$ cat src/include/ictc_map.svh
// ictc_map.svh: offsets, field positions and timing counts of the instruction core
// assumes: included by the core only, not by the package; definitions only
`ifndef ICTC_MAP_SVH
`define ICTC_MAP_SVH
// ----------------------------------------
// timing
// ----------------------------------------
`define ICTC_CLOCKS_PER_CYCLE 4
`define ICTC_PHASE_LAST       2'h3
// ----------------------------------------
// instruction word fields (16-bit word)
// ----------------------------------------
`define ICTC_OP_MSB   15
`define ICTC_OP_LSB   11
`define ICTC_BIT_MSB  10
`define ICTC_BIT_LSB  8
`define ICTC_ADDR_MSB 10
`define ICTC_ADDR_LSB 0
`define ICTC_DM_MSB   7
`define ICTC_DM_LSB   0
// ----------------------------------------
// special data memory locations and resets
// ----------------------------------------
`define ICTC_PC_LOW_ADDR  8'h0002
`define ICTC_ACC_RESET    8'h0000
`define ICTC_PC_RESET     11'h0000
`define ICTC_NOP_WORD     16'h0000
`endif

$ cat src/include/ictc_pkg.sv
// ictc_pkg.sv: types of the instruction core
// assumes: nothing beyond the map header
package ictc_pkg;
   // ----------------------------------------
   // operation codes, bits 15..11
   // ----------------------------------------
   typedef enum logic [4:0] {
      OP_NOP    = 5'h00, OP_MOV_A_M = 5'h01, OP_MOV_M_A = 5'h02, OP_MOV_A_X = 5'h03,
      OP_ADD_M  = 5'h04, OP_ADC_M   = 5'h05, OP_SUB_M   = 5'h06, OP_SBC_M   = 5'h07,
      OP_ADD_X  = 5'h08, OP_SUB_X   = 5'h09, OP_AND_M   = 5'h0a, OP_OR_M    = 5'h0b,
      OP_XOR_M  = 5'h0c, OP_AND_X   = 5'h0d, OP_INV_M   = 5'h0e, OP_INV_A   = 5'h0f,
      OP_INC_M  = 5'h10, OP_INC_A   = 5'h11, OP_DEC_M   = 5'h12, OP_DEC_A   = 5'h13,
      OP_RR     = 5'h14, OP_RL      = 5'h15, OP_RRC     = 5'h16, OP_RLC     = 5'h17,
      OP_SZ     = 5'h18, OP_SNZ     = 5'h19, OP_SZ_BIT  = 5'h1a, OP_BSET    = 5'h1b,
      OP_BCLR   = 5'h1c, OP_JUMP    = 5'h1d, OP_CALL    = 5'h1e, OP_MISC    = 5'h1f
   } ictc_op_e;
   // misc sub-codes in bits 2..0
   typedef enum logic [2:0] {
      SUB_RET = 3'h0, SUB_INTERRUPT_EXIT_OP = 3'h1, SUB_TBL = 3'h2, SUB_HALT = 3'h3, SUB_WDT = 3'h4
   } ictc_sub_e;
   // cycle state, one-hot
   typedef enum logic [2:0] {
      ST_EXEC = 3'b001, ST_FLUSH = 3'b010, ST_HALT = 3'b100
   } ictc_state_e;
endpackage : ictc_pkg

$ cat src/hdl/ictc_core.sv
// ictc_core.sv: 8-bit instruction core, four clocks to one instruction cycle
// assumes: program memory and data memory answer combinationally to the addresses
// Notes on behaviour
// RULE_01: instruction cycle is four system clocks
// RULE_02: ordinary instructions take one cycle
// RULE_03: jump, call, returns, table read take two
// RULE_04: writing program counter low adds a cycle
// RULE_05: taken skip discards next, uses two
// RULE_06: carry flags add overflow, subtract borrow
// RULE_07: increment/decrement by one, memory or accumulator
// RULE_08: logic ops set zero flag on zero
// RULE_09: rotate one bit, through-carry via carry
// RULE_10: call saves return, exit resumes, jump none
// RULE_11: conditional branch tests byte or bit
// RULE_12: bit set/clear changes only selected bit
// RULE_13: table read fetches program words to registers; the core keeps only the low byte of the word, in tbl_q
// RULE_14: halt enters power-down; watchdog service op
// RULE_15: memory ops go through accumulator
// RULE_16: direct addressing reaches sector zero only
// RULE_17: add updates zero,carry,aux,overflow,signed flags
// RULE_18: extra cycle fetches nothing, pipeline flushed; the core still fetches the table word or the new counter's word in it
`timescale 1ns/100ps
`include "ictc_map.svh"
module ictc_core #(
   parameter int STACK_DEPTH = 8,
   parameter int PC_WIDTH    = 11
) (
   // clock and reset
   input  wire logic                i_clock,
   input  wire logic                i_reset,
   // program memory
   input  wire logic [15:0]         i_prog_word,
   output logic      [PC_WIDTH-1:0] o_prog_addr,
   // data memory, sector 0
   input  wire logic [7:0]          i_data_rd,
   output logic      [7:0]          o_data_addr,
   output logic      [7:0]          o_data_wr,
   output logic                     o_data_we,
   output logic      [1:0]          o_data_sector,
   // status
   output logic      [7:0]          o_accumulator_register,
   output logic      [5:0]          o_flags,
   output logic      [7:0]          o_table_data,
   output logic                     o_power_down,
   output logic                     o_watchdog_clear,
   output logic                     o_cycle_end
);
   // ----------------------------------------
   // state
   // ----------------------------------------
   logic [1:0]              phase_q;       // clock within instruction cycle
   ictc_pkg::ictc_state_e   state_q;       // exec, flush or halted
   logic [PC_WIDTH-1:0]     pc_q;          // program counter
   logic [7:0]              acc_q;         // accumulator
   logic                    z_q, c_q, ac_q, ov_q, sc_q, cz_q; // flags
   logic [PC_WIDTH-1:0]     stack_q [STACK_DEPTH];  // return addresses
   logic [$clog2(STACK_DEPTH)-1:0] sp_q;   // stack pointer
   logic [7:0]              tbl_q;         // table read result
   logic [7:0]              wdata_q;       // data write register
   logic                    we_q, wdt_q, end_q;
   logic [7:0]              daddr_q;
   logic [PC_WIDTH-1:0]     paddr_q;
   // ----------------------------------------
   // decode
   // ----------------------------------------
   wire ictc_pkg::ictc_op_e  op   = ictc_pkg::ictc_op_e'(i_prog_word[`ICTC_OP_MSB:`ICTC_OP_LSB]);
   wire ictc_pkg::ictc_sub_e sub  = ictc_pkg::ictc_sub_e'(i_prog_word[2:0]);
   wire logic [7:0]  imm          = i_prog_word[`ICTC_DM_MSB:`ICTC_DM_LSB];
   wire logic [2:0]  bsel         = i_prog_word[`ICTC_BIT_MSB:`ICTC_BIT_LSB];
   wire logic [PC_WIDTH-1:0] target = i_prog_word[PC_WIDTH-1:0];
   wire logic [7:0]  m            = i_data_rd;
   wire logic        is_misc      = (op == ictc_pkg::OP_MISC);
   wire logic [PC_WIDTH-1:0] pc_next = pc_q + PC_WIDTH'(1);
   wire logic [PC_WIDTH-1:0] stack_top = stack_q[sp_q - 1'b1];

   // ----------------------------------------
   // arithmetic unit
   // ----------------------------------------
   wire logic       is_sub  = (op == ictc_pkg::OP_SUB_M) || (op == ictc_pkg::OP_SBC_M) || (op == ictc_pkg::OP_SUB_X);
   wire logic       use_cin = (op == ictc_pkg::OP_ADC_M) || (op == ictc_pkg::OP_SBC_M);
   wire logic [7:0] src     = ((op == ictc_pkg::OP_ADD_X) || (op == ictc_pkg::OP_SUB_X)) ? imm : m; // RULE_15
   wire logic [7:0] opnd    = is_sub ? ~src : src;
   wire logic       cin     = use_cin ? c_q : is_sub;
   // 9-bit sum: bit 8 is carry out, for subtract it is "no borrow"
   wire logic [8:0] sum     = {1'b0, acc_q} + {1'b0, opnd} + {8'h00, cin}; // RULE_06
   wire logic [4:0] nib     = {1'b0, acc_q[3:0]} + {1'b0, opnd[3:0]} + {4'h0, cin};
   wire logic       ovf     = (acc_q[7] == opnd[7]) && (sum[7] != acc_q[7]);
   wire logic       is_arith = (op >= ictc_pkg::OP_ADD_M && op <= ictc_pkg::OP_SUB_X);

   // ----------------------------------------
   // result selection
   // ----------------------------------------
   logic [7:0] res;
   logic       res_c;
   always_comb begin
      res   = acc_q;
      res_c = c_q;
      unique case (op)
         ictc_pkg::OP_MOV_A_M: res = m;
         ictc_pkg::OP_MOV_A_X: res = imm;
         ictc_pkg::OP_AND_M:   res = acc_q & m;                        // RULE_08
         ictc_pkg::OP_OR_M:    res = acc_q | m;
         ictc_pkg::OP_XOR_M:   res = acc_q ^ m;
         ictc_pkg::OP_AND_X:   res = acc_q & imm;
         ictc_pkg::OP_INV_M, ictc_pkg::OP_INV_A: res = ~m;
         ictc_pkg::OP_INC_M, ictc_pkg::OP_INC_A: res = m + 8'h01;      // RULE_07
         ictc_pkg::OP_DEC_M, ictc_pkg::OP_DEC_A: res = m - 8'h01;
         ictc_pkg::OP_RR:      res = {m[0], m[7:1]};                   // RULE_09
         ictc_pkg::OP_RL:      res = {m[6:0], m[7]};
         ictc_pkg::OP_RRC: begin
            res   = {c_q, m[7:1]};
            res_c = m[0];
         end
         ictc_pkg::OP_RLC: begin
            res   = {m[6:0], c_q};
            res_c = m[7];
         end
         ictc_pkg::OP_BSET:    res = m | (8'h01 << bsel);              // RULE_12
         ictc_pkg::OP_BCLR:    res = m & ~(8'h01 << bsel);
         default: begin
            if (is_arith) begin
               res   = sum[7:0];
               res_c = sum[8];
            end
         end
      endcase
   end

   // ----------------------------------------
   // destination, flag and timing decode
   // ----------------------------------------
   wire logic to_mem = (op == ictc_pkg::OP_MOV_M_A) || (op == ictc_pkg::OP_INV_M) || (op == ictc_pkg::OP_INC_M) ||
                       (op == ictc_pkg::OP_DEC_M) || (op == ictc_pkg::OP_RR) || (op == ictc_pkg::OP_RL) ||
                       (op == ictc_pkg::OP_RRC) || (op == ictc_pkg::OP_RLC) || (op == ictc_pkg::OP_BSET) ||
                       (op == ictc_pkg::OP_BCLR);
   wire logic to_acc = !to_mem && (op != ictc_pkg::OP_NOP) && (op < ictc_pkg::OP_SZ);
   wire logic [7:0] mem_val = (op == ictc_pkg::OP_MOV_M_A) ? acc_q : res;
   wire logic zflag_op = is_arith || (op >= ictc_pkg::OP_AND_M && op <= ictc_pkg::OP_DEC_A);
   // skip conditions on the addressed byte or bit
   wire logic skip_take = ((op == ictc_pkg::OP_SZ) && (m == 8'h00)) ||      // RULE_11
                          ((op == ictc_pkg::OP_SNZ) && (m != 8'h00)) ||
                          ((op == ictc_pkg::OP_SZ_BIT) && !m[bsel]);
   wire logic pcl_write = to_mem && (imm == `ICTC_PC_LOW_ADDR);            // RULE_04
   wire logic do_ret  = is_misc && ((sub == ictc_pkg::SUB_RET) || (sub == ictc_pkg::SUB_INTERRUPT_EXIT_OP));
   wire logic do_tbl  = is_misc && (sub == ictc_pkg::SUB_TBL);
   wire logic do_halt = is_misc && (sub == ictc_pkg::SUB_HALT);
   wire logic do_wdt  = is_misc && (sub == ictc_pkg::SUB_WDT);
   wire logic two_cycle = (op == ictc_pkg::OP_JUMP) || (op == ictc_pkg::OP_CALL) || do_ret || do_tbl || // RULE_03
                          pcl_write || skip_take;                                                   // RULE_05
   // program counter for the instruction after this one
   wire logic [PC_WIDTH-1:0] pc_new =
      ((op == ictc_pkg::OP_JUMP) || (op == ictc_pkg::OP_CALL)) ? target :
      do_ret    ? stack_top :                                              // RULE_10
      pcl_write ? {pc_q[PC_WIDTH-1:8], mem_val} :
      skip_take ? pc_q + PC_WIDTH'(2) : pc_next;
   wire logic last_clk = (phase_q == `ICTC_PHASE_LAST);
   wire logic exec_now = last_clk && (state_q == ictc_pkg::ST_EXEC);

   // ----------------------------------------
   // phase counter: four clocks per cycle
   // ----------------------------------------
   always_ff @(posedge i_clock) begin
      if (i_reset) phase_q <= 2'h0;
      else phase_q <= phase_q + 2'h1;                                     // RULE_01
   end

   // ----------------------------------------
   // cycle sequencer
   // ----------------------------------------
   always_ff @(posedge i_clock) begin
      if (i_reset) begin
         state_q <= ictc_pkg::ST_EXEC;
         pc_q    <= `ICTC_PC_RESET;
      end else if (last_clk) begin
         unique case (state_q)
            ictc_pkg::ST_EXEC: begin
               pc_q <= pc_new;
               if (do_halt) state_q <= ictc_pkg::ST_HALT;                 // RULE_14
               else if (two_cycle) state_q <= ictc_pkg::ST_FLUSH;         // RULE_02
            end
            // flush cycle: the fetched word is not executed; after a table read its low byte is kept in tbl_q
            ictc_pkg::ST_FLUSH: state_q <= ictc_pkg::ST_EXEC;             // RULE_18
            ictc_pkg::ST_HALT:  state_q <= ictc_pkg::ST_HALT;
         endcase
      end
   end

   // ----------------------------------------
   // accumulator and flags
   // ----------------------------------------
   always_ff @(posedge i_clock) begin
      if (i_reset) begin
         acc_q <= `ICTC_ACC_RESET;
         {z_q, c_q, ac_q, ov_q, sc_q, cz_q} <= 6'h00;
      end else if (exec_now) begin
         if (to_acc) acc_q <= res;                                        // RULE_15
         if ((op == ictc_pkg::OP_SZ) || (op == ictc_pkg::OP_SNZ)) acc_q <= acc_q;
         if (zflag_op) z_q <= (res == 8'h00);                             // RULE_08
         if (is_arith || (op == ictc_pkg::OP_RRC) || (op == ictc_pkg::OP_RLC)) c_q <= res_c;
         if (is_arith) begin                                              // RULE_17
            ac_q <= nib[4];
            ov_q <= ovf;
            sc_q <= sum[7] ^ ovf;
            cz_q <= sum[8] & (sum[7:0] == 8'h00);
         end
      end
   end

   // ----------------------------------------
   // return stack
   // ----------------------------------------
   always_ff @(posedge i_clock) begin
      if (i_reset) sp_q <= '0;
      else if (exec_now && (op == ictc_pkg::OP_CALL)) begin
         stack_q[sp_q] <= pc_next;                                        // RULE_10
         sp_q          <= sp_q + 1'b1;
      end else if (exec_now && do_ret) sp_q <= sp_q - 1'b1;
   end

   // ----------------------------------------
   // memory strobes, table read and service outputs
   // ----------------------------------------
   always_ff @(posedge i_clock) begin
      if (i_reset) begin
         we_q    <= 1'b0;
         wdata_q <= 8'h00;
         tbl_q   <= 8'h00;
         wdt_q   <= 1'b0;
         end_q   <= 1'b0;
         daddr_q <= 8'h00;
         paddr_q <= `ICTC_PC_RESET;
      end else begin
         we_q    <= exec_now && to_mem;                                   // RULE_12
         wdata_q <= mem_val;
         daddr_q <= imm;                                                  // RULE_16
         wdt_q   <= exec_now && do_wdt;                                   // RULE_14
         end_q   <= last_clk;
         // table read: second cycle fetches table word at accumulator address
         // flush cycles after anything but a table read, and halt cycles, fetch at the settled counter, never one word ahead
         paddr_q <= (exec_now && do_tbl) ? {{(PC_WIDTH-8){1'b0}}, acc_q} :
                    exec_now ? pc_new : (last_clk ? pc_q : paddr_q);            // RULE_18
         if (state_q == ictc_pkg::ST_FLUSH && phase_q == 2'h1 && paddr_q != pc_q)
            tbl_q <= i_prog_word[7:0];                                    // RULE_13
      end
   end

   // ----------------------------------------
   // outputs
   // ----------------------------------------
   assign o_prog_addr            = paddr_q;
   assign o_data_addr            = daddr_q;
   assign o_data_wr              = wdata_q;
   assign o_data_we              = we_q;
   assign o_data_sector          = 2'h0;
   assign o_accumulator_register = acc_q;
   assign o_flags                = {cz_q, sc_q, ov_q, ac_q, c_q, z_q};
   assign o_table_data           = tbl_q;
   assign o_power_down           = state_q[2];  // one-hot halt bit
   assign o_watchdog_clear       = wdt_q;
   assign o_cycle_end            = end_q;
endmodule : ictc_core

$ cat config.mk
export PLATFORM = sky130hd
export DESIGN_NAME = ictc_core
export DESIGN_NICKNAME = d
export VERILOG_FILES = /design/src/include/ictc_pkg.sv /design/src/hdl/ictc_core.sv
export VERILOG_INCLUDE_DIRS = /design/src /design/src/include
export SDC_FILE = /design/constraint.sdc
export NUM_CORES = 1
export LEC_CHECK = 0
export ABC_AREA = 1
export BUFFER_PORTS_ARGS = -buffer_cell sky130_fd_sc_hd__buf_4
export CAP_MARGIN = 20
export CORE_MARGIN = 8
export CORE_UTILIZATION = 45
export CTS_CLUSTER_SIZE = 24
export DETAILED_ROUTE_END_ITERATION = 10
export GPL_TIMING_DRIVEN = 0
export HOLD_SLACK_MARGIN = 0.05
export REMOVE_ABC_BUFFERS = 1
export SLEW_MARGIN = 20
export SYNTH_ARGS = -nofsm -noshare
export SYNTH_HDL_FRONTEND = slang
export SYNTH_SLANG_ARGS = --single-unit
$ cat constraint.sdc
create_clock -name i_clock -period 5 [get_ports i_clock]
set_clock_uncertainty 0.05 [all_clocks]
set_input_delay 1.25 -clock i_clock [delete_from_list [all_inputs] [get_ports i_clock]]
set_output_delay 1.25 -clock i_clock [all_outputs]
set_load 0.005 [all_outputs]
==> impl_metrics.json <==
{
  "status": "finished clean",
  "layout_min_cycle_time_ns": 4.427,
  "gr-total-overflow": 0,
  "cts_tree": "done",
  "wl_per_cell_um": 19.88,
  "design.die.area_um2": 26790,
  "synth_compound_area_share_pct": 13.78,
  "antenna_left": 0,
  "synth_top_family_by_area": "simple AND/OR/NAND/NOR gates",
  "wirelength_um": 32040,
  "path_clk_slew_ns": 0.07,
  "final.setup.worst_slack_ns": 0.5734,
  "post-route-period-util_pct": 88.53,
  "grt_start_max_net_pins": 49,
  "setup_viol_count_final": 0,
  "synthXorXnorAreaFrac_pct": 3.289,
  "io_buffer_count": 78,
  "num_vias": 9148,
  "hold_path_class": "flop to flop",
  "rsz0062_at_grt": "false",
  "root_buffer": "clkbuf_16",
  "placed_cells": 1580,
  "ctsHoldBuffers": 0,
  "yosys_warnings": 0,
  "layout_commonest_cell": "nand2_1",
  "ios": 81,
  "hold_viol": 0,
  "synth.avg_cell_area_um2": 7.717,
  "synthSimpleGateAreaFrac_pct": 29.45,
  "critPathCaptureType": "flop",
  "final_cell_mix": "285 x nand2_1, 140 x nor2_1, 108 x inv_1",
  "cp_max_fo": 9,
  "dp_hpwl_um": 23530,
  "h-tree-depth": 4,
  "rows": 54,
  "ys.flop_type": "edfxtp_1",
  "vias_per_cell": 5.675,
  "dr.pass1.iters": 5,
  "fin_nets": 1369,
  "chipHeight_um": 163.7,
  "reg2reg_depth": 14,
  "synth_cell_type_count": 60,
  "coreArea_um2": 21620,
  "synthMuxAreaShare_pct": 0.1020,
  "maxCapViolations": 0,
  "async_flop_share_pct": 0,
  "cellPowerDensity_nw_per_um2": 286.1,
  "synth_edf_count": 88,
  "synthCells": 1272,
  "die_w_um": 163.7,
  "clkSinkCount": 159,
  "clk_latency_ns": 0.43,
  "leakagePower_nw": 4.947,
  "criticalPathCategory": "input port to flop",
  "worst_ep_required_time_ns": 5.24,
  "cts-resized-gates": 0,
  "grt_pass1_vias": 8807,
  "tightest_slew_ns": 0.9963,
  "post_cts_buffers": 0,
  "synth-seq-cells": 159,
  "vdd_drop_max_mv": 0.2292,
  "place.gp.congestion": 0.9507,
  "synth_area_um2": 9816,
  "antenna_found_initial": 0,
  "arrival_ns": 4.67,
  "hold_path_depth": 1,
  "drive_above_1_share_pct": 15.54,
  "drc": 0,
  "cts_buffer_depth": 2,
  "yosysSeqAreaShare_pct": 41.40,
  "antenna_cells": 0,
  "fmax_mhz": 225.9,
  "grt_use_total_pct": 24.19,
  "grt_pass1_wl_um": 49970,
  "start_util_pct": 45.40,
  "dpl_worst_slack_ns": 0.2159,
  "drtIter0Drc": 915,
  "startpoint_type": "input port",
  "slew_headroom_pct": 32.88,
  "stdcell_count": 1612,
  "syn_to_final_growth_pct": 14.20,
  "maxSlewViolCount": 0,
  "cts_buffers": 17,
  "synthAdderAreaFrac_pct": 3.289
}
## path summary, 6_finish.rpt
kind	end	start	slack, ns
max	o_prog_addr[4]	i_prog_word[14]	0.57
min	phase_q[0]	phase_q[0]	0.40
max reg2reg	o_prog_addr[6]	sp_q[0]	0.59
min reg2reg	phase_q[0]	phase_q[0]	0.40
## area by class of cell
type	count	area [um2]
inverters	129	500.5
well taps	280	350.3
fillers	2081	10410
clock buffers	18	439.2
flip-flops and latches	159	4065
multi-input cells	924	4970
clock inverters	14	198.9
repair buffers	88	685.7
## synthesized netlist by cell type (3+ instances only)
cell type	count	area, um2
edfxtp_1	88	2643
ha_1	21	262.8
clkbuf_1	28	105.1
fa_1	3	60.06
dfxtp_1	71	1421
nand2_4	6	67.56
nor2_8	3	60.06
inv_2	14	52.55
nor2_4	4	45.04
nand2_1	285	1070
or2_2	4	25.02
a21oi_2	5	43.79
xor2_1	24	210.2
o22ai_1	3	18.77
o21ai_0	102	510.5
o21ai_1	5	25.02
nor2_2	6	37.54
nand3_1	103	515.5
xnor2_1	11	96.34
nor4_1	5	31.28
nor2_1	140	525.5
buf_2	12	60.06
nor3_1	23	115.1
nand3_2	5	50.05
and3_1	3	18.77
inv_1	108	405.4
nand2_2	10	62.56
o211ai_1	11	82.58
a21oi_1	70	350.3
a31oi_1	4	25.02
nor3_2	3	30.03
buf_6	9	101.4
buf_4	10	75.07
nand4_1	19	118.9
clkinv_1	3	11.26
o221ai_1	20	175.2
## stage by stage
stage	hold WS, ns	cell area (um2)	TNS (ns)	util (%)	power, W
finish	0.3981	11210	0	51.85	0.003206
global route	0.4140	11210	0	51.85	0.003306
CTS	0.3992	11210	0	51.83	0.003211
detailed placement	0.3812	10570	0	48.88	0.001821
global placement	0.3735	10410	-37.46	48.13	0.001820
floorplan	0.3560	9469	0	-	0.001658
## registers in the layout, indices dropped and copies added (netlist names)
register	flops
o_data_addr	8
z_q	1
o_accumulator_register	8
sp_q	3
o_table_data	8
pc_q	11
o_watchdog_clear	1
cz_q	1
state_q	3
o_data_we	1
sc_q	1
o_prog_addr	11
stack_q	88
ov_q	1
ac_q	1
phase_q	2
o_cycle_end	1
c_q	1
o_data_wr	8
## power by group
group / switching, W / leakage, nW / total [W] / internal, W
Sequential: 0.0000196 / 1.39 / 0.00141 / 0.00139
Combinational: 0.000266 / 3.25 / 0.000394 / 0.000128
Clock: 0.000586 / 0.306 / 0.00141 / 0.000819
Total: 0.000872 / 4.95 / 0.00321 / 0.00233
## worst max-delay path: stages
cell,delay (ns)
buf_4,0.18
inv_2,0.09
nand2_1,0.11
o31ai_4,0.66
mux2i_1,0.29
fa_1,0.44
inv_1,0.11
fa_1,0.27
nand3_1,0.19
nand3_1,0.13
nand2_1,0.08
nand2_1,0.07
o21ai_0,0.09
nand2_1,0.09
nand4_1,0.15
nand2_1,0.09
nand2_1,0.08
nand2_1,0.08
nand3_1,0.07
nand2_1,0.09
a21oi_1,0.05
## per-layer routing
metal  up-vias  track usage, %  part of all wire [%]
met4         0           10.74                   3.2
met1      4327           31.67                    43
met5         -               0                     0
met3        64           4.887                   7.9
li1       4379               -                     -
met2       378           38.11                    46
## logic make-up after synthesis
family | Yosys count
other | 1
DFF | 159
and+or+nand+nor | 628
xor gates and xnor gates | 36
adders and majority gates | 24
muxes | 1
buffers and inverters | 190
AOI/OAI and AO/OA | 233
No activity file was read; power rests on OpenSTA's default activity.
